**src/inc/cbs_map.vh**
```
`ifndef CBS_MAP_VH
`define CBS_MAP_VH

// Register byte addresses
`define CBS_ADDR_STATUS 4'h0
`define CBS_ADDR_PC 4'h4
`define CBS_ADDR_CTRL 4'h8
`define CBS_ADDR_INFO 4'hC

// Reset values
`define CBS_RST_STATUS 8'h00
`define CBS_RST_CTRL 1'h1
`define CBS_RST_LAST 2'h0

// Status register flag positions
`define CBS_FLAG_C 0
`define CBS_FLAG_Z 1
`define CBS_FLAG_N 2
`define CBS_FLAG_V 3
`define CBS_FLAG_S 4
`define CBS_FLAG_H 5
`define CBS_FLAG_T 6

// Information register field positions
`define CBS_INFO_BUSY 0
`define CBS_INFO_TAKEN 1
`define CBS_INFO_LAST_LO 4
`define CBS_INFO_LAST_HI 5

// Operation codes on the decoder port
`define CBS_OP_SKIP_IO_BIT_CLEAR 5'h00
`define CBS_OP_SKIP_IO_BIT_SET 5'h01
`define CBS_OP_BRANCH_SEL_FLAG_SET 5'h02
`define CBS_OP_BRANCH_SEL_FLAG_CLEAR 5'h03
`define CBS_OP_BRANCH_ON_EQUAL 5'h04
`define CBS_OP_BRANCH_ON_NOT_EQUAL 5'h05
`define CBS_OP_BRANCH_CARRY_SET 5'h06
`define CBS_OP_BRANCH_CARRY_CLEAR 5'h07
`define CBS_OP_BRANCH_UNSIGNED_SAME_HIGHER 5'h08
`define CBS_OP_BRANCH_UNSIGNED_LOWER 5'h09
`define CBS_OP_BRANCH_ON_MINUS 5'h0A
`define CBS_OP_BRANCH_ON_PLUS 5'h0B
`define CBS_OP_BRANCH_SIGNED_GE 5'h0C
`define CBS_OP_BRANCH_SIGNED_LESS 5'h0D
`define CBS_OP_BRANCH_HALF_CARRY_SET 5'h0E
`define CBS_OP_BRANCH_HALF_CARRY_CLEAR 5'h0F
`define CBS_OP_BRANCH_TRANSFER_BIT_SET 5'h10
`define CBS_OP_BRANCH_TRANSFER_BIT_CLEAR 5'h11
`define CBS_OP_BRANCH_OVERFLOW_SET 5'h12
`define CBS_OP_BRANCH_OVERFLOW_CLEAR 5'h13
`define CBS_OP_COMPARE_WITH_IMMEDIATE 5'h14

// Cycle costs reported in the information register
`define CBS_COST_ONE 2'h1
`define CBS_COST_TWO 2'h2
`define CBS_COST_THREE 2'h3

`endif

```
**src/logic/cbs_branch_skip.v**
```verilog
// Contract
// RULE1: skip_io_bit_clear skips the next instruction when the chosen I/O bit is 0.
// RULE2: skip_io_bit_set skips the next instruction when the chosen I/O bit is 1.
// RULE3: branch_sel_flag_set branches by offset plus one when selected flag is 1.
// RULE4: branch_sel_flag_clear branches by offset plus one when selected flag is 0.
// RULE5: branch_on_equal branches when the zero flag is 1.
// RULE6: branch_on_not_equal branches when the zero flag is 0.
// RULE7: Carry-set and unsigned-lower both branch when carry is 1.
// RULE8: Carry-clear and unsigned-same-or-higher both branch when carry is 0.
// RULE9: branch_on_minus branches when the negative flag is 1.
// RULE10: branch_on_plus branches when the negative flag is 0.
// RULE11: branch_signed_ge branches when negative XOR overflow is 0.
// RULE12: branch_signed_less branches when negative XOR overflow is 1.
// RULE13: branch_half_carry_set branches when the half-carry flag is 1.
// RULE14: branch_half_carry_clear branches when the half-carry flag is 0.
// RULE15: branch_transfer_bit_set branches when the transfer flag is 1.
// RULE16: branch_transfer_bit_clear branches when the transfer flag is 0.
// RULE17: branch_overflow_set branches when the overflow flag is 1.
// RULE18: branch_overflow_clear branches when overflow is 0; skips and branches keep flags.
// RULE19: compare_with_immediate subtracts without storing and updates Z, N, V, C, H.
// RULE20: Branch costs 1 cycle when not taken, 2 when taken.
// RULE21: Skip costs 1, 2 or 3 cycles by what is skipped.
// RULE22: Offset is sign-extended to program-counter width before the add.
//
// The implementer's own choices: the register addresses and register access over Avalon-MM.
`include "cbs_map.vh"

module cbs_branch_skip #(
    parameter PC_W = 16,
    parameter OFF_W = 7
) (
    // Clock and reset
    input wire clk,
    input wire reset_n,
    // Register bus
    input wire [3:0] avs_address,
    input wire avs_read,
    input wire avs_write,
    input wire [3:0] avs_byteenable,
    input wire [31:0] avs_writedata,
    output reg [31:0] avs_readdata,
    output wire avs_waitrequest,
    // Instruction issue from the decoder
    input wire instValid,
    output wire instReady,
    input wire [4:0] instOp,
    input wire [2:0] flagSel,
    input wire [2:0] bitSel,
    input wire [OFF_W-1:0] branchOffset,
    input wire nextTwoWord,
    input wire [7:0] ioData,
    input wire [7:0] cmpRegValue,
    input wire [7:0] cmpImmediate,
    // Program counter and status towards the core
    output wire [PC_W-1:0] pcOut,
    output wire [7:0] statusOut,
    output reg branchTaken
);

    localparam ST_IDLE = 2'h0;
    localparam ST_STALL1 = 2'h1;
    localparam ST_STALL2 = 2'h2;
    localparam [PC_W-1:0] PC_ONE = {{(PC_W-1){1'b0}}, 1'b1};
    localparam [PC_W-1:0] PC_TWO = {{(PC_W-2){1'b0}}, 2'b10};
    localparam [PC_W-1:0] PC_THREE = {{(PC_W-2){1'b0}}, 2'b11};

    reg [PC_W-1:0] pc_reg;
    reg [PC_W-1:0] pc_next;
    reg [7:0] status_reg;
    reg [7:0] status_next;
    reg [1:0] state_reg;
    reg [1:0] state_next;
    reg enable_reg;
    reg [1:0] lastCost_reg;
    reg [1:0] lastCost_next;
    reg taken_reg;
    reg taken_next;
    reg resp_reg;

    // Evaluates the branch or skip condition of one operation
    function cond_true;
        input [4:0] op;
        input [7:0] flags;
        input [2:0] sel;
        input [7:0] io;
        input [2:0] ioBit;
        begin
            case (op)
                `CBS_OP_SKIP_IO_BIT_CLEAR: cond_true = ~io[ioBit]; // [RULE1]
                `CBS_OP_SKIP_IO_BIT_SET: cond_true = io[ioBit]; // [RULE2]
                `CBS_OP_BRANCH_SEL_FLAG_SET: cond_true = flags[sel]; // [RULE3]
                `CBS_OP_BRANCH_SEL_FLAG_CLEAR: cond_true = ~flags[sel]; // [RULE4]
                `CBS_OP_BRANCH_ON_EQUAL: cond_true = flags[`CBS_FLAG_Z]; // [RULE5]
                `CBS_OP_BRANCH_ON_NOT_EQUAL: cond_true = ~flags[`CBS_FLAG_Z]; // [RULE6]
                `CBS_OP_BRANCH_CARRY_SET,
                `CBS_OP_BRANCH_UNSIGNED_LOWER: cond_true = flags[`CBS_FLAG_C]; // [RULE7]
                `CBS_OP_BRANCH_CARRY_CLEAR,
                `CBS_OP_BRANCH_UNSIGNED_SAME_HIGHER: cond_true = ~flags[`CBS_FLAG_C]; // [RULE8]
                `CBS_OP_BRANCH_ON_MINUS: cond_true = flags[`CBS_FLAG_N]; // [RULE9]
                `CBS_OP_BRANCH_ON_PLUS: cond_true = ~flags[`CBS_FLAG_N]; // [RULE10]
                `CBS_OP_BRANCH_SIGNED_GE:
                    cond_true = ~(flags[`CBS_FLAG_N] ^ flags[`CBS_FLAG_V]); // [RULE11]
                `CBS_OP_BRANCH_SIGNED_LESS:
                    cond_true = flags[`CBS_FLAG_N] ^ flags[`CBS_FLAG_V]; // [RULE12]
                `CBS_OP_BRANCH_HALF_CARRY_SET: cond_true = flags[`CBS_FLAG_H]; // [RULE13]
                `CBS_OP_BRANCH_HALF_CARRY_CLEAR: cond_true = ~flags[`CBS_FLAG_H]; // [RULE14]
                `CBS_OP_BRANCH_TRANSFER_BIT_SET: cond_true = flags[`CBS_FLAG_T]; // [RULE15]
                `CBS_OP_BRANCH_TRANSFER_BIT_CLEAR: cond_true = ~flags[`CBS_FLAG_T]; // [RULE16]
                `CBS_OP_BRANCH_OVERFLOW_SET: cond_true = flags[`CBS_FLAG_V]; // [RULE17]
                `CBS_OP_BRANCH_OVERFLOW_CLEAR: cond_true = ~flags[`CBS_FLAG_V]; // [RULE18]
                default: cond_true = 1'b0;
            endcase
        end
    endfunction

    // Tells skips apart from branches
    function is_skip;
        input [4:0] op;
        begin
            is_skip = (op == `CBS_OP_SKIP_IO_BIT_CLEAR) || (op == `CBS_OP_SKIP_IO_BIT_SET);
        end
    endfunction

    // Relative target with the offset sign-extended
    wire [PC_W-1:0] offsetExt = {{(PC_W-OFF_W){branchOffset[OFF_W-1]}}, branchOffset}; // [RULE22]
    wire [PC_W-1:0] branchTarget = pc_reg + offsetExt + PC_ONE; // [RULE3]

    // Compare: difference is formed for the flags only and never stored
    wire [7:0] cmpDiff = cmpRegValue - cmpImmediate; // [RULE19]
    wire cmpC = cmpRegValue < cmpImmediate;
    wire cmpZ = (cmpDiff == 8'h00);
    wire cmpN = cmpDiff[7];
    wire cmpV = (cmpRegValue[7] & ~cmpImmediate[7] & ~cmpDiff[7]) |
                (~cmpRegValue[7] & cmpImmediate[7] & cmpDiff[7]);
    wire cmpH = (~cmpRegValue[3] & cmpImmediate[3]) | (cmpImmediate[3] & cmpDiff[3]) |
                (cmpDiff[3] & ~cmpRegValue[3]);

    assign instReady = (state_reg == ST_IDLE) && enable_reg;
    wire accept = instValid && instReady;
    wire condMet = cond_true(instOp, status_reg, flagSel, ioData, bitSel);

    // Byte-lane mask from the bus byte enables
    wire [31:0] laneMask;
    genvar lane;
    generate
        for (lane = 0; lane < 4; lane = lane + 1)
        begin : gen_lane
            assign laneMask[lane*8 +: 8] = {8{avs_byteenable[lane]}};
        end
    endgenerate

    // Bus access completes on the second edge of each request; a write lands on that edge
    wire busReq = avs_read || avs_write;
    assign avs_waitrequest = busReq && !resp_reg;
    wire busWr = avs_write && resp_reg;
    wire [31:0] pcWide = {{(32-PC_W){1'b0}}, pc_reg};
    wire [31:0] pcMerged = (pcWide & ~laneMask) | (avs_writedata & laneMask);

    always @*
    begin
        pc_next = pc_reg;
        status_next = status_reg;
        state_next = state_reg;
        lastCost_next = lastCost_reg;
        taken_next = 1'b0;
        // Software writes first so that the core's own updates win
        if (busWr && avs_address == `CBS_ADDR_PC)
        begin
            pc_next = pcMerged[PC_W-1:0];
        end
        if (busWr && avs_address == `CBS_ADDR_STATUS && avs_byteenable[0])
        begin
            status_next = avs_writedata[7:0];
        end
        case (state_reg)
            ST_IDLE:
            begin
                if (accept)
                begin
                    lastCost_next = `CBS_COST_ONE;
                    pc_next = pc_reg + PC_ONE;
                    if (instOp == `CBS_OP_COMPARE_WITH_IMMEDIATE)
                    begin
                        status_next[`CBS_FLAG_C] = cmpC; // [RULE19]
                        status_next[`CBS_FLAG_Z] = cmpZ;
                        status_next[`CBS_FLAG_N] = cmpN;
                        status_next[`CBS_FLAG_V] = cmpV;
                        status_next[`CBS_FLAG_S] = cmpN ^ cmpV;
                        status_next[`CBS_FLAG_H] = cmpH;
                    end
                    else if (condMet && is_skip(instOp))
                    begin
                        taken_next = 1'b1;
                        if (nextTwoWord)
                        begin
                            pc_next = pc_reg + PC_THREE; // [RULE21]
                            state_next = ST_STALL2;
                            lastCost_next = `CBS_COST_THREE;
                        end
                        else
                        begin
                            pc_next = pc_reg + PC_TWO; // [RULE21]
                            state_next = ST_STALL1;
                            lastCost_next = `CBS_COST_TWO;
                        end
                    end
                    else if (condMet)
                    begin
                        taken_next = 1'b1;
                        pc_next = branchTarget; // [RULE20]
                        state_next = ST_STALL1;
                        lastCost_next = `CBS_COST_TWO;
                    end
                end
            end
            ST_STALL2:
            begin
                state_next = ST_STALL1;
            end
            ST_STALL1:
            begin
                state_next = ST_IDLE;
            end
            default:
            begin
                state_next = ST_IDLE;
            end
        endcase
    end

    always @(posedge clk)
    begin
        if (!reset_n)
        begin
            pc_reg <= {PC_W{1'b0}};
            status_reg <= `CBS_RST_STATUS;
            state_reg <= ST_IDLE;
            lastCost_reg <= `CBS_RST_LAST;
            taken_reg <= 1'b0;
            branchTaken <= 1'b0;
        end
        else
        begin
            pc_reg <= pc_next;
            status_reg <= status_next; // [RULE18]
            state_reg <= state_next;
            lastCost_reg <= lastCost_next;
            if (accept)
            begin
                taken_reg <= taken_next;
            end
            branchTaken <= taken_next;
        end
    end

    // Bus slave: control register and read data
    always @(posedge clk)
    begin
        if (!reset_n)
        begin
            resp_reg <= 1'b0;
            enable_reg <= `CBS_RST_CTRL;
            avs_readdata <= 32'h00000000;
        end
        else
        begin
            resp_reg <= busReq && !resp_reg;
            if (busWr && avs_address == `CBS_ADDR_CTRL && avs_byteenable[0])
            begin
                enable_reg <= avs_writedata[0];
            end
            if (avs_read && !resp_reg)
            begin
                case (avs_address)
                    `CBS_ADDR_STATUS: avs_readdata <= {24'h000000, status_reg};
                    `CBS_ADDR_PC: avs_readdata <= pcWide;
                    `CBS_ADDR_CTRL: avs_readdata <= {31'h00000000, enable_reg};
                    `CBS_ADDR_INFO:
                    begin
                        avs_readdata <= 32'h00000000;
                        avs_readdata[`CBS_INFO_BUSY] <= (state_reg != ST_IDLE);
                        avs_readdata[`CBS_INFO_TAKEN] <= taken_reg;
                        avs_readdata[`CBS_INFO_LAST_HI:`CBS_INFO_LAST_LO] <= lastCost_reg;
                    end
                    default: avs_readdata <= 32'h00000000;
                endcase
            end
        end
    end

    assign pcOut = pc_reg;
    assign statusOut = status_reg;

endmodule

```
**config.mk**
```make
export PLATFORM = sky130hd
export DESIGN_NAME = cbs_branch_skip
export DESIGN_NICKNAME = d
export VERILOG_FILES = /design/src/logic/cbs_branch_skip.v
export VERILOG_INCLUDE_DIRS = /design/src /design/src/inc
export SDC_FILE = /design/constraint.sdc
export NUM_CORES = 1
export LEC_CHECK = 0
export ABC_AREA = 1
export BUFFER_PORTS_ARGS = -buffer_cell sky130_fd_sc_hd__buf_2
export CAP_MARGIN = 10
export CORE_ASPECT_RATIO = 2
export CORE_MARGIN = 4
export CORE_UTILIZATION = 57
export CTS_CLUSTER_SIZE = 16
export DETAILED_ROUTE_END_ITERATION = 6
export PLACE_DENSITY = 0.95
export SLEW_MARGIN = 20
export SYNTH_ARGS = -nofsm -noshare
export SYNTH_HDL_FRONTEND = slang
export SYNTH_SLANG_ARGS = --single-unit
```
**constraint.sdc**
```tcl
create_clock -name clk -period 5.25 [get_ports clk]
set_input_delay 0.2625 -clock clk [delete_from_list [all_inputs] [get_ports clk]]
set_output_delay 0.2625 -clock clk [all_outputs]
set_load 0.1 [all_outputs]
```
Yosys cells after proc, flatten, opt, wreduce, memory -nomap -nowiden
Index checks and enable logic that the tools add are counted.
{ "totals": {"mem_bits_ro": 0, "regBits": 64, "in_bits": 88, "wordCells": 130, "latch_bits": 0, "mem_bits_rw": 0, "n_memories": 0} }
{ "op_classes": {"n_eq_ne": 27, "n_div": 0, "shifts": 0, "n_reduce_logical": 23, "bitwise_logic": 29, "muxes": 32, "multipliers": 0, "n_lt_le_gt_ge": 3, "add_sub_neg": 6} }
{ "op_table": {"columns": ["cell", "n"], "rows": [
  ["16-bit 2-to-1 mux", 7],
  ["16-bit one-hot mux with 4 select lines", 1],
  ["5-bit by 4-bit equality test with 1-bit output, second input constant", 8],
  ["16-bit by 1-bit adder with 16-bit output, second input constant", 2],
  ["16-bit by 2-bit adder with 16-bit output, second input constant", 2],
  ["16-bit AND", 2],
  ["5-bit equality test, second input constant", 5],
  ["6-bit 2-to-1 mux", 4],
  ["5-bit by 3-bit equality test with 1-bit output, second input constant", 4],
  ["1-bit one-hot mux with 18 select lines", 1],
  ["16-bit adder", 1],
  ["2-bit 2-to-1 mux", 8],
  ["16-bit inverter", 1],
  ["16-bit OR", 1],
  ["1-bit inverter", 13],
  ["1-bit logical AND", 11],
  ["5-bit by 2-bit equality test with 1-bit output, second input constant", 2],
  ["4-bit equality test, second input constant", 2],
  ["8-bit zero test", 1],
  ["3-bit by 4-bit < comparator with 1-bit output, second input constant", 2],
  ["8-bit < comparator", 1],
  ["1-bit 2-to-1 mux", 8],
  ["8-bit subtractor", 1],
  ["1-bit AND", 7],
  ["18 further kinds", 25]
]} }

Logic depth before layout (Yosys ltp)
{ "depth": {"depth_word": 9, "depth_mapped": 18, "depth_no_buf": 18} }

Worst setup path after synthesis
Ideal clock, no wire load.
{ "synth_timing": {"kind": "reg-to-reg", "start": "register state_reg[0]", "end": "register pc_reg[0] (netlist: pcOut[0])", "path_buffers": 0, "setup_time_ps": 123, "path_slack_ps": 2119, "path_stages_with_launch": 11, "arrival_time_ps": 3009, "t_required_ps": 5127, "cell_sequence": "dfxtp_1 -> nor2_1 -> inv_1 -> nor2_1 -> nand2_1 -> clkinv_1 -> nand2_1 -> inv_1 -> nand3_1 -> o21ai_0 -> a21oi_1"} }
{ "synth_between": {"elab_chain_len": 5} }
{ "synth_lines": {"columns": ["element", "line", "source"], "rows": [
  ["start: declaration", "cbs_branch_skip.v:71", "reg [1:0] state_reg;"],
  ["start signal: assignment", "cbs_branch_skip.v:246", "state_reg <= state_next;"],
  ["2-bit zero test", null, null],
  ["1-bit logical AND", "cbs_branch_skip.v:138", "assign instReady = (state_reg == ST_IDLE) && enable_reg;"],
  ["net instReady", "cbs_branch_skip.v:45", "output wire instReady,"],
  ["1-bit logical AND", "cbs_branch_skip.v:139", "wire accept = instValid && instReady;"],
  ["16-bit 2-to-1 mux", "cbs_branch_skip.v:178", "if (accept)"],
  ["16-bit 2-to-1 mux", "cbs_branch_skip.v:175", "case (state_reg)"],
  ["end signal: assignment", "cbs_branch_skip.v:235", "pc_reg <= {PC_W{1'b0}};"],
  ["end signal: assignment", "cbs_branch_skip.v:244", "pc_reg <= pc_next;"],
  ["end: declaration", "cbs_branch_skip.v:67", "reg [PC_W-1:0] pc_reg;"]
]} }
The timed path passes the listed nets, and every way through them passes these cells.
A chain may end at the register's enable or synchronous reset.

Worst setup path after layout
{ "layout_timing": {"start": "register state_reg[1]", "end": "register pc_reg[0] (netlist: pcOut[0])"} }
{ "layout_between": {"elab_chain_len": 5} }
{ "layout_lines": {"columns": ["element", "line"], "rows": [
  ["2-bit zero test *", null],
  ["1-bit logical AND", "cbs_branch_skip.v:138"],
  ["1-bit logical AND", "cbs_branch_skip.v:139"],
  ["16-bit 2-to-1 mux", "cbs_branch_skip.v:178"],
  ["16-bit 2-to-1 mux *", "cbs_branch_skip.v:175"]
]} }
Mark *: on every way between the ends. The rest lies on a longest branch, timed or not.

==> results.md <==
* Width of the die at approximately 74 um
* Initial Util at between 50% and 60%
* 1st-iter DRT viols at around 440
* Total GRT Usage at 29.3%
* Most frequent cells in the layout: 205 x nand2_1, 112 x buf_2, 92 x inv_1
* Pin count of the biggest net entering global routing at 27
* Fmax at 365 MHz
* Xor/xnor cell area share of the yosys netlist at under 10%
* Fin Clk Skew at 0.00915 ns
* WL met1 at between 5000 and 6000 um
* Final min period at between 2 and 3 ns
* CORE AREA at approximately 8400 um^2
* CTS tree: yes
* CTS resizes at 0
* Worst-margin pin slew at 0.781 ns
* WL final at 15100 um
* Register area at 961 um^2
* Crit path DAT at slightly below 3 ns
* Highest Signal Layer: met4
* Pleak at about 2.8 nW
* Compound-Gate Fraction of Synth Area at between 10% and 20%
* Crit start category: flip-flop
* Routed wl met2 at 8070 um
* Power density over the cells at approximately 250 nW/um^2
* Initial antenna violation count at 1
* Total power at between 1 and 1.5 mW
* Largest family of logic cells by synthesized area: simple AND/OR/NAND/NOR gates
* Fin. Hold Viols at 0
* Clock-pin slew on the worst setup and hold paths at ~0.070 ns
* Global-route wire length before repair at around 24000 um
* Data required time at the worst endpoint at between 5 and 6 ns
* CTS hold repair buffers at 0
* # DRC at 0
* Die extent in y at between 100 and 150 um
* Status: finished, final reports clean
* IO Pins at between 100 and 150
* Critical Path Slowest Stage Cell: clkinv_1
* Overflow after GRT at 0
* Post-layout instance area at around 5600 um^2
* Root buffer cell: clkbuf_16
* Post-synth EDFFs at 0
* Post-CTS setup buffers at 0
* Sequential cell area fraction in the yosys report at between 10% and 20%
* Crit-path max FO at 18
* Commonest non-fill, non-tap cell in the layout: nand2_1
* HP Class: input port to flip-flop
* Vias in the first global route at about 5400
* Wire per inst at between 15 and 20 um
* Cells along the critical path: nor2_1, inv_1, nor2_1, nand2_1, clkinv_1, nand2_1, inv_1, nand3_1, o21ai_0, a21oi_1
* Final period utilization at 52.2%
* DP Area at between 5000 and 6000 um^2
* Setup-failing EPs final at 0
* Multi-input gate area at 3400 um^2
* Async S/R FF share, synth at 0%
* Mean Syn Cell Area at ~6.2 um^2
* RSZ-0062 raised after global routing: false
* Max-slew headroom at 47.9%
* Max VDD drop at 0.000262 V
* Core Rows at 47
* Total CTS buffers at 5
* Max Cap Viol at 0
* H-tree depth at 2
* #FFs+latches synth at 48
* Post-DP HPWL at 11900 um
* Metal3 WL at 915 um
* Post-synthesis instance total at 791
* Top delay family on crit path: simple AND/OR/NAND/NOR gates
* Hold slack at between 0.2 and 0.25 ns
* Final net count at between 1000 and 1500
* Placer Congestion at between 0.9 and 1
* Iteration count of the initial detailed-routing pass at 7
* Vias per inst at between 5 and 6
* FILL cells at between 700 and 800
* Mux cell area share after synthesis at 0%
* Adder-cell share of the synthesized area at 8.99%
* Mapped Area at roughly 4900 um^2
* Crit path buf inv count at 3
* Synth warnings at 0
* Primary FF master, synth: dfxtp_1
* CP peak stage delay at approximately 0.66 ns
* Die area at 10300 um^2
* Layout area overhead at 13.4%
* Post-synthesis simple-gate area fraction at between 30% and 40%
* Clock sink total at 48
* Routed Antenna Nets at 0
* Final Slew Violations at 0
* Longest Clk Path Bufs at 2
* IO Port Bufs at ~110
* Post-Route Setup TNS at 0 ns
* Share of layout cells above drive strength 1 at 17.2%
* Synth cell types at 50
* Clock Latency Late Sink at 0.30 ns
* Via count at about 5700
* Setup crit end kind: flip-flop
* WS Path Type: flip-flop to flip-flop
[cells in the mapped netlist, types with 5 or more instances]
library cell	instances	area, um^2
nand2_1	205	769
inv_1	92	345
nand3_1	82	410
a21oi_1	75	375
nor2_1	49	184
dfxtp_1	48	961
o21ai_0	39	195
ha_1	29	363
xor2_1	22	193
buf_4	19	143
nand4_1	13	81.3
clkbuf_1	10	37.5
o211ai_1	9	67.6
xnor2_1	8	70.1
buf_2	6	30.0
inv_2	6	22.5
nor3_1	6	30.0
o22ai_1	6	37.5
nor2_4	5	56.3
[power by group]
| group | total [mW] | internal [mW] | switching [mW] | leakage (nW) |
|---|---|---|---|---|
| Combinational | 0.609 | 0.162 | 0.447 | 2.38 |
| Sequential | 0.421 | 0.386 | 0.0348 | 0.391 |
| Clock | 0.344 | 0.191 | 0.153 | 0.0773 |
| Total | 1.37 | 0.738 | 0.635 | 2.84 |
[worst reg2reg max path, delay by kind of cell (launching register included)]
family / cells / cell delay [ns]
AND/OR/NAND/NOR: 5 / 1.26
buffers and inverters: 3 / 0.88
AO/OA/AOI/OAI: 2 / 0.21
flip-flops: 1 / 0.34
[per-stage QoR]
step / setup slack (ns) / util (%) / std cells
finish: 2.51 / 66.9 / 989
global route: 2.28 / 66.9 / 989
CTS: 2.61 / 66.9 / 988
detailed placement: 2.49 / 65.0 / 980
global placement: 2.56 / 65.0 / 980
floorplan: 2.12 / - / 806
[kinds of logic after synthesis]
family          count (synthesis)
compound gates                156
xor+xnor                       30
fa+ha+maj                      33
buf+inv                       138
flops                          48
other cells                     1
simple gates                  385
[path summary, 6_finish.rpt]
kind	to	start	slack, ns	cells after the start
worst max-delay path	pcOut[0]	state_reg[1]	2.51	10
worst min-delay path	enable_reg	avs_byteenable[0]	0.25	3
worst max register to register	pcOut[0]	state_reg[1]	2.51	10
worst min register to register	avs_readdata[4]	avs_readdata[4]	0.47	2
[layer usage]
metal	vias to the layer above	GRT usage, %
met5	-	0
met4	0	17.1
met3	84	3.32
met2	273	53.7
met1	2531	30.3
li1	2780	-
[final cells by class]
type,count,area share (%)
multi-input combinational,620,60.8
sequential,48,17.2
timing repair buffer,114,10.3
inverter,100,6.72
clock buffer,6,2.49
tap,98,2.19
clock inverter,2,0.246
antenna,1,0.0448
Power figures use the tool's default switching activity.
